==> src/rtl/tecl_pkg.sv <==
// constants for the thermal event clear and interrupt configuration bank
// assumes an outside protocol engine presents byte-wide register accesses

package tecl_pkg;

	// register addresses on the internal byte port
	localparam logic [7:0] ADDR_ERR_CLR = 8'h14;
	localparam logic [7:0] ADDR_SENSOR_CFG = 8'h1A;
	localparam logic [7:0] ADDR_IRQ_CFG = 8'h1B;
	localparam logic [7:0] ADDR_HLIM_LSB = 8'h1C;
	localparam logic [7:0] ADDR_HLIM_MSB = 8'h1D;

	// error clear field positions
	localparam int ERR_BUSY_BIT = 7;
	localparam int ERR_BLK_BIT = 6;
	localparam int ERR_PROT_BIT = 5;
	localparam int ERR_PEC_BIT = 1;
	localparam int ERR_PAR_BIT = 0;

	// sensor config field position
	localparam int SENSOR_OFF_BIT = 0;

	// interrupt config field positions
	localparam int IRQ_CLR_ALL_BIT = 7;
	localparam int IRQ_GLOBAL_BIT = 4;
	localparam int IRQ_CRIT_LOW_BIT = 3;
	localparam int IRQ_CRIT_HIGH_BIT = 2;
	localparam int IRQ_LOW_BIT = 1;
	localparam int IRQ_HIGH_BIT = 0;

	// reset values
	localparam logic [7:0] ERR_CLR_RST = 8'h00;
	localparam logic [7:0] SENSOR_CFG_RST = 8'h00;
	localparam logic [7:0] IRQ_CFG_RST = 8'h00;
	localparam logic [7:0] HLIM_LSB_RST = 8'h70;
	localparam logic [7:0] HLIM_MSB_RST = 8'h03;

	// writable bits of the limit bytes; cleared bits are reserved
	localparam logic [7:0] HLIM_LSB_MASK = 8'hFF;
	localparam logic [7:0] HLIM_MSB_MASK = 8'hFF;

	// state of a command-driven change of the global enable
	typedef enum logic [1:0] {
		tecl_en_idle,
		tecl_en_wait_stop,
		tecl_en_wait_start
	} tecl_en_state_type;

endpackage

==> src/rtl/tecl_limit_pair.sv <==
// 16-bit limit held as two byte registers
// assumes byte write strobes from the same clock domain
`timescale 1ns/10ps

module tecl_limit_pair
	import tecl_pkg::*;
#(
	parameter logic [7:0] LSB_RST = HLIM_LSB_RST,
	parameter logic [7:0] MSB_RST = HLIM_MSB_RST,
	parameter logic [7:0] LSB_MASK = HLIM_LSB_MASK,
	parameter logic [7:0] MSB_MASK = HLIM_MSB_MASK
)
(
	input wire logic clk,
	input wire logic rst_n,
	input wire logic wr_lsb,
	input wire logic wr_msb,
	input wire logic [7:0] wdata,
	output logic [15:0] limit
);

	logic [7:0] lsb_r;
	logic [7:0] msb_r;

	// reserved bits are masked on write so they always read zero
	always_ff @(posedge clk)
	begin
		if (!rst_n)
		begin
			lsb_r <= LSB_RST & LSB_MASK;
			msb_r <= MSB_RST & MSB_MASK;
		end
		else
		begin
			if (wr_lsb)
				lsb_r <= wdata & LSB_MASK;
			if (wr_msb)
				msb_r <= wdata & MSB_MASK;
		end
	end

	assign limit = {msb_r, lsb_r};

endmodule

==> src/rtl/tecl_regs.sv <==
// error clear, sensor disable, interrupt config and high limit registers
// assumes the protocol engine, status flags and bus events share clk;
// status flags are owned outside and cleared by the strobes given here
`timescale 1ns/10ps

module tecl_regs
	import tecl_pkg::*;
#(
	parameter int ADDR_W = 8
)
(
	input wire logic clk,
	input wire logic rst_n,
	input wire logic bus_reset,
	input wire logic bus_start,
	input wire logic bus_stop,
	input wire logic ccc_enec,
	input wire logic ccc_disec,
	input wire logic ccc_rstdaa,
	input wire logic reg_wr,
	input wire logic reg_rd,
	input wire logic [ADDR_W-1:0] reg_addr,
	input wire logic [7:0] reg_wdata,
	output logic [7:0] reg_rdata,
	input wire logic [3:0] thermal_flags_in,
	input wire logic [4:0] error_flags_in,
	output logic event_pending_clear,
	output logic [3:0] thermal_clear,
	output logic [4:0] error_clear,
	output logic sensor_off,
	output logic sensor_restart,
	output logic [15:0] high_limit,
	output logic global_irq_enable,
	output logic ibi_request
);

	// the map reaches 0x1D, so fewer address bits cannot decode it
	if (ADDR_W < 5 || ADDR_W > 8)
	begin : g_addr_check
		$error("tecl_regs: ADDR_W must be 5 to 8");
	end

	// true when an access address selects a given register
	function automatic logic addr_is(
		input logic [ADDR_W-1:0] addr,
		input logic [7:0] target
	);
		logic [7:0] full;
		full = 8'h00;
		full[ADDR_W-1:0] = addr;
		addr_is = (full == target);
	endfunction

	// the five error flag positions packed {busy,blk,prot,pec,par}
	function automatic logic [4:0] err_bits(input logic [7:0] b);
		err_bits = {b[ERR_BUSY_BIT], b[ERR_BLK_BIT], b[ERR_PROT_BIT],
			b[ERR_PEC_BIT], b[ERR_PAR_BIT]};
	endfunction

	// registered state and the next values that load it
	logic [7:0] reg_rdata_r;
	logic [7:0] reg_rdata_nxt;
	logic event_clr_r;
	logic [3:0] thermal_clr_r;
	logic [4:0] err_clr_r;
	logic [4:0] err_clr_nxt;
	logic sensor_off_r;
	logic sensor_restart_r;
	logic [3:0] irq_en_r;
	logic en_cmd_r;
	logic en_cmd_nxt;
	logic en_active_r;
	logic en_active_nxt;
	tecl_en_state_type en_state_r;
	tecl_en_state_type en_state_nxt;
	logic [8:0] suppress_r;
	logic [8:0] suppress_nxt;
	logic ibi_r;
	logic ibi_nxt;

	// address decode
	wire hit_err_clr = addr_is(reg_addr, ADDR_ERR_CLR);
	wire hit_sensor = addr_is(reg_addr, ADDR_SENSOR_CFG);
	wire hit_irq = addr_is(reg_addr, ADDR_IRQ_CFG);
	wire hit_lsb = addr_is(reg_addr, ADDR_HLIM_LSB);
	wire hit_msb = addr_is(reg_addr, ADDR_HLIM_MSB);

	// write strobes
	wire wr_err_clr = reg_wr && hit_err_clr;
	wire wr_sensor = reg_wr && hit_sensor;
	wire wr_irq = reg_wr && hit_irq;
	wire wr_lsb = reg_wr && hit_lsb;
	wire wr_msb = reg_wr && hit_msb;

	// a zero in the global clear bit is simply ignored
	wire clr_all_go = wr_irq && reg_wdata[IRQ_CLR_ALL_BIT];

	// per-flag error clears, widened by the global clear
	assign err_clr_nxt = (err_bits(reg_wdata) & {5{wr_err_clr}})
		| {5{clr_all_go}};

	// clear strobes last one cycle; the owner of each flag drops it then
	always_ff @(posedge clk)
	begin
		if (!rst_n)
		begin
			err_clr_r <= ERR_CLR_RST[4:0];
			thermal_clr_r <= 4'h0;
			event_clr_r <= 1'b0;
		end
		else
		begin
			err_clr_r <= err_clr_nxt;
			thermal_clr_r <= {4{clr_all_go}};
			event_clr_r <= clr_all_go;
		end
	end

	// sensor disable bit and the restart marker on its 1 to 0 change
	wire sensor_off_nxt = wr_sensor ? reg_wdata[SENSOR_OFF_BIT]
		: sensor_off_r;
	wire sensor_wake = sensor_off_r && !sensor_off_nxt;

	always_ff @(posedge clk)
	begin
		if (!rst_n)
		begin
			sensor_off_r <= SENSOR_CFG_RST[SENSOR_OFF_BIT];
			sensor_restart_r <= 1'b0;
		end
		else
		begin
			sensor_off_r <= sensor_off_nxt;
			sensor_restart_r <= sensor_wake;
		end
	end

	// per-source enables; bit 4 and bit 7 are not stored from writes
	always_ff @(posedge clk)
	begin
		if (!rst_n)
			irq_en_r <= IRQ_CFG_RST[3:0];
		else if (wr_irq)
			irq_en_r <= reg_wdata[3:0];
	end

	// global enable as commanded; bus reset and reset-address force off
	always_comb
	begin
		en_cmd_nxt = en_cmd_r;
		if (bus_reset || ccc_rstdaa || ccc_disec)
			en_cmd_nxt = 1'b0;
		else if (ccc_enec)
			en_cmd_nxt = 1'b1;
	end

	wire en_changed = (en_cmd_nxt != en_cmd_r);

	// a new enable waits for a STOP and then the following START
	always_comb
	begin
		en_state_nxt = en_state_r;
		en_active_nxt = en_active_r;
		case (en_state_r)
			tecl_en_idle:
			begin
				if (en_changed)
					en_state_nxt = tecl_en_wait_stop;
			end
			tecl_en_wait_stop:
			begin
				if (bus_stop)
					en_state_nxt = tecl_en_wait_start;
			end
			tecl_en_wait_start:
			begin
				if (bus_start)
				begin
					en_active_nxt = en_cmd_r;
					en_state_nxt = en_changed ? tecl_en_wait_stop
						: tecl_en_idle;
				end
			end
			default:
				en_state_nxt = tecl_en_idle;
		endcase
		// bus reset reloads at once, the link is being restarted anyway
		if (bus_reset)
		begin
			en_active_nxt = 1'b0;
			en_state_nxt = tecl_en_idle;
		end
	end

	always_ff @(posedge clk)
	begin
		if (!rst_n)
		begin
			en_cmd_r <= IRQ_CFG_RST[IRQ_GLOBAL_BIT];
			en_active_r <= IRQ_CFG_RST[IRQ_GLOBAL_BIT];
			en_state_r <= tecl_en_idle;
		end
		else
		begin
			en_cmd_r <= en_cmd_nxt;
			en_active_r <= en_active_nxt;
			en_state_r <= en_state_nxt;
		end
	end

	// interrupt sources; thermal order {crit_low,crit_high,low,high}
	wire [4:0] err_src = error_flags_in & {5{en_active_r}};
	wire [3:0] th_src = thermal_flags_in & irq_en_r
		& {4{en_active_r}};
	wire [8:0] all_flags = {error_flags_in, thermal_flags_in};

	// flags standing at a global clear are muted until seen low, so
	// only an event that comes afterwards can raise a new request;
	// the set by a clear wins over the release by a low flag
	assign suppress_nxt = clr_all_go ? 9'h1FF
		: (suppress_r & all_flags);

	assign ibi_nxt = !bus_reset
		&& (|({err_src, th_src} & ~suppress_nxt));

	always_ff @(posedge clk)
	begin
		if (!rst_n)
		begin
			suppress_r <= 9'h000;
			ibi_r <= 1'b0;
		end
		else
		begin
			suppress_r <= suppress_nxt;
			ibi_r <= ibi_nxt;
		end
	end

	// high limit storage
	tecl_limit_pair #(
		.LSB_RST(HLIM_LSB_RST),
		.MSB_RST(HLIM_MSB_RST),
		.LSB_MASK(HLIM_LSB_MASK),
		.MSB_MASK(HLIM_MSB_MASK)
	) u_high_limit (
		.clk(clk),
		.rst_n(rst_n),
		.wr_lsb(wr_lsb),
		.wr_msb(wr_msb),
		.wdata(reg_wdata),
		.limit(high_limit)
	);

	// read selection; self-clearing bits always read zero: the error clear
	// branch drives 8'h00 and interrupt config bit 7 stays at the zero default
	always_comb
	begin
		reg_rdata_nxt = 8'h00;
		if (hit_err_clr)
			reg_rdata_nxt = 8'h00;
		else if (hit_sensor)
			reg_rdata_nxt[SENSOR_OFF_BIT] = sensor_off_r;
		else if (hit_irq)
		begin
			reg_rdata_nxt[IRQ_GLOBAL_BIT] = en_cmd_r;
			reg_rdata_nxt[3:0] = irq_en_r;
		end
		else if (hit_lsb)
			reg_rdata_nxt = high_limit[7:0];
		else if (hit_msb)
			reg_rdata_nxt = high_limit[15:8];
	end

	// read data holds until the next read; unmapped reads give zero
	always_ff @(posedge clk)
	begin
		if (!rst_n)
			reg_rdata_r <= 8'h00;
		else if (reg_rd)
			reg_rdata_r <= reg_rdata_nxt;
	end

	// outputs, each from a flip-flop
	assign reg_rdata = reg_rdata_r;
	assign event_pending_clear = event_clr_r;
	assign thermal_clear = thermal_clr_r;
	assign error_clear = err_clr_r;
	assign sensor_off = sensor_off_r;
	assign sensor_restart = sensor_restart_r;
	assign global_irq_enable = en_active_r;
	assign ibi_request = ibi_r;

endmodule

==> config.mk <==
export PLATFORM = sky130hd
export DESIGN_NAME = tecl_regs
export DESIGN_NICKNAME = d
export VERILOG_FILES = /design/src/rtl/tecl_pkg.sv /design/src/rtl/tecl_limit_pair.sv /design/src/rtl/tecl_regs.sv
export SDC_FILE = /design/constraint.sdc
export NUM_CORES = 1
export LEC_CHECK = 0
export BUFFER_PORTS_ARGS = -buffer_cell sky130_fd_sc_hd__buf_2
export CORE_MARGIN = 5
export CORE_UTILIZATION = 45
export DETAILED_ROUTE_END_ITERATION = 10
export PLACE_DENSITY = 0.76
export SETUP_SLACK_MARGIN = 0.02
export SYNTH_ARGS = -nofsm -noshare
export SYNTH_HDL_FRONTEND = slang
export SYNTH_SLANG_ARGS = --single-unit
export TNS_END_PERCENT = 50
==> constraint.sdc <==
create_clock -name clk -period 2.2 [get_ports clk]
set_input_delay 0.66 -clock clk [delete_from_list [all_inputs] [get_ports clk]]
set_output_delay 0.66 -clock clk [all_outputs]
set_load 0.005 [all_outputs]
==> impl_metrics.csv <==
group,metric,value,unit
placed_design,dp_hpwl,3970,µm
worst_setup_path,worstPathBufferInverterCount,3,
floorplanning,num_io_pins,73,
worst_setup_path,cp.arrival,2.13,ns
cells_and_area,drive_above_1_share,34.5,%
worst_setup_path,setup.worst_path.class,"in -> reg",
power_and_ir_drop,p_int,1.20,mW
sta,worst_slack,0.240,ns
yosys,ys_seq_elements,50,
cells_and_area,fin_util,56.6,%
floorplanning,dieHeight,79.1,µm
worst_hold_path,hp-class,"reg -> reg",
worst_setup_path,cp_common_cell,"buf_4",
sta,slew_violations,0,
yosys,synth_area,0.00215,mm²
cells_and_area,fill_cells,414,
sta,tightest_slew,0.453,ns
yosys,syn_nets,268,
sta,whs,0.462,ns
power_and_ir_drop,combPwrFrac,7.3,%
floorplanning,die_x,79.1,µm
power_and_ir_drop,p_total,1.56,mW
clock_network,postCtsResizedCells,0,
yosys,yosys-top-cells-area,"dfxtp_1 47%, nand2_1 8.0%, mux2i_1 5.6%",
power_and_ir_drop,peakVddDrop,0.275,mV
detailed_routing,wl_per_cell,14.4,µm
power_and_ir_drop,p_leak,1.16,nW
detailed_routing,drc,0,
worst_setup_path,crit_family,"simple AND/OR/NAND/NOR gates",
global_route,grt_overflow,0,
yosys,synth_top_area_cell,"dfxtp_1",
clock_network,postCtsHoldBufs,0,
power_and_ir_drop,p_seq_share,58.1,%
clock_network,htreeDepth,2,
worst_setup_path,crit_path_max_fanout,8,
global_route,grt_pass1_wl,8670,µm
clock_network,clock_sinks,50,
detailed_routing,routed_wl,5180,µm
global_route,grt_antenna_before_repair,0,
placed_design,preCtsSetupSlack,-0.0645,ns
sta,max_freq,510,MHz
yosys,synth_area_per_cell,9.22,µm²
cells_and_area,layout_commonest_cell,"buf_2",
clock_network,cts_max_path_buffers,2,
yosys,seq_area_frac_synth,46.6,%
clock_network,post_cts_buffers,0,
detailed_routing,vias,1878,
detailed_routing,drt_first_pass_iters,4,
clock_network,cts-root-buf,"clkbuf_8",
worst_setup_path,cp.required,2.37,ns
power_and_ir_drop,swShare,22.8,%
clock_network,insertion_delay,0.30,ns
power_and_ir_drop,power.switching,357,µW
sta,skew,0.00936,ns
clock_network,cts-buffers-inserted,5,
cells_and_area,final_nets,341,
sta,setup_viol,0,
detailed_routing,viasPerCell,5.20,
detailed_routing,drtAntennaViolNets,0,
yosys,yosysWarningCount,0,
sta,relSlewSlack,69.7,%
global_route,grt_max_degree,41,
status,outcome,"completed",
floorplanning,coreArea,0.00469,mm²
worst_setup_path,cp-end-kind,"flip-flop",
placed_design,port-buffer-count,72,
clock_network,cts_tree,"done",
cells_and_area,most-common-layout-cells,"72 x buf_2, 50 x dfxtp_1, 46 x nand2_1, 16 x a21oi_1",
global_route,grt_usage,17.8,%
cells_and_area,synthToLayoutAreaGrowth,23.5,%
yosys,synth_cell_type_count,42,
sta,finalWorstPathRequiredPeriod,1.96,ns
sta,fin_crit_sh,89.1,%
sta,fin_setup_tns,0,ns
power_and_ir_drop,power_density,588,mW/mm²
worst_setup_path,critPathSlowestCell,"or4b_1",
clock_network,clk_pin_slew_worst_paths,0.09,ns
worst_setup_path,slowest_delay,0.50,ns
floorplanning,dieArea,0.00626,mm²
placed_design,gp_congestion,0.876,
floorplanning,num_rows,25,
sta,hold_violations,0,
cells_and_area,diodes,0,
worst_setup_path,startpoint_type,"primary input",
yosys,syn_inst,233,
sta,rsz0062_at_grt,"no",
floorplanning,start_util,45.8,%
global_route,grt_pass1_vias,1802,
power_and_ir_drop,pwr-share-clk,34.6,%
job,drv_cap,0,
worst_setup_path,crit_chain,"buf_2 > or4b_1 > buf_4 > nor4_4 > buf_4 > mux2i_1 > nand2_1",
yosys,synth_top_area_share,46.6,%
detailed_routing,drt_iter0_drc,116,
==> path summary, 6_finish.rpt <==
path                            depth (start not counted)  slack (ns)             startpoint               endpoint
worst max-delay path                                    7        0.24            reg_addr[7]  u_high_limit.lsb_r[4]
worst min-delay path                                    2        0.46          suppress_r[1]          suppress_r[1]
worst min register to register                          2        0.46          suppress_r[1]          suppress_r[1]
worst max register to register                          2        1.13  u_high_limit.msb_r[4]           reg_rdata[4]
==> layout make-up <==
type	instances	area (µm²)	area share [%]
tap	54	67.6	2.55
clock inverter	1	5.00	0.189
timing repair buffer	81	440	16.6
clock buffer	7	86.3	3.25
inverter	6	22.5	0.849
multi-input combinational	162	1030	38.8
sequential	50	1000	37.7
==> state kept, by name, summed over array words and instances, names as in the netlist <==
signal,flops
ibi_request,1
global_irq_enable,1
irq_en_r,4
sensor_off,1
en_cmd_r,1
suppress_r,9
en_state_r,2
u_high_limit.lsb_r,8
sensor_restart,1
thermal_clear,1
error_clear,5
u_high_limit.msb_r,8
reg_rdata,8
==> cells in the mapped netlist, drive strengths merged <==
cell / n
a211o: 1
a211oi: 1
a21oi: 16
a221o: 4
a22o: 3
a31oi: 1
and2: 4
and4b: 1
buf: 12
clkbuf: 3
dfxtp: 50
inv: 6
mux2: 7
mux2i: 12
nand2: 46
nand2b: 5
nand3: 12
nand3b: 5
nand4: 1
nor2: 12
nor2b: 3
nor3: 3
nor4: 5
nor4b: 1
o211ai: 1
o21ai: 11
o221ai: 1
o22ai: 1
o31ai: 1
o41ai: 1
or2b: 1
or3: 1
or4b: 1
==> power groups by stage <==
stage	sequential [mW]	combinational, mW	clock, mW
6_report	0.907	0.114	0.540
2_1_floorplan	0.928	0.0594	0
4_1_cts	0.907	0.114	0.560
3_5_place_dp	0.929	0.114	0
3_3_place_gp	0.928	0.113	0
5_1_grt	0.908	0.126	0.601
==> kinds of logic after synthesis <==
kind of cell,count (synthesis),share of synthesized area (%)
AOI/OAI and AO/OA,42,12.3
buffers and inverters,21,5.42
DFF,50,46.6
muxes,19,9.26
and+or+nand+nor,101,26.4
==> per-stage QoR <==
stage          instance area, µm²  instances
3_5_place_dp                 2560        353
4_1_cts                      2650        361
6_report                     2650        361
5_1_grt                      2650        361
2_1_floorplan                2150        233
3_3_place_gp                 2560        353
==> tightest hold or removal path, delay by kind of cell, from the launching register on <==
family	cells	cell delay [ns]
flip-flops	1	0.31
AND/OR/NAND/NOR	1	0.06
AO/OA/AOI/OAI	1	0.05
==> routing by layer <==
layer  global-route usage, %  share of wire (%)  vias to the layer above
met2                    28.6                 48                       53
met5                       0                  0                        -
met1                    22.3                 44                      861
li1                        -                  -                      958
met4                    7.04                1.6                        0
met3                    5.56                6.5                        6
Power figures use the tool's default switching activity.
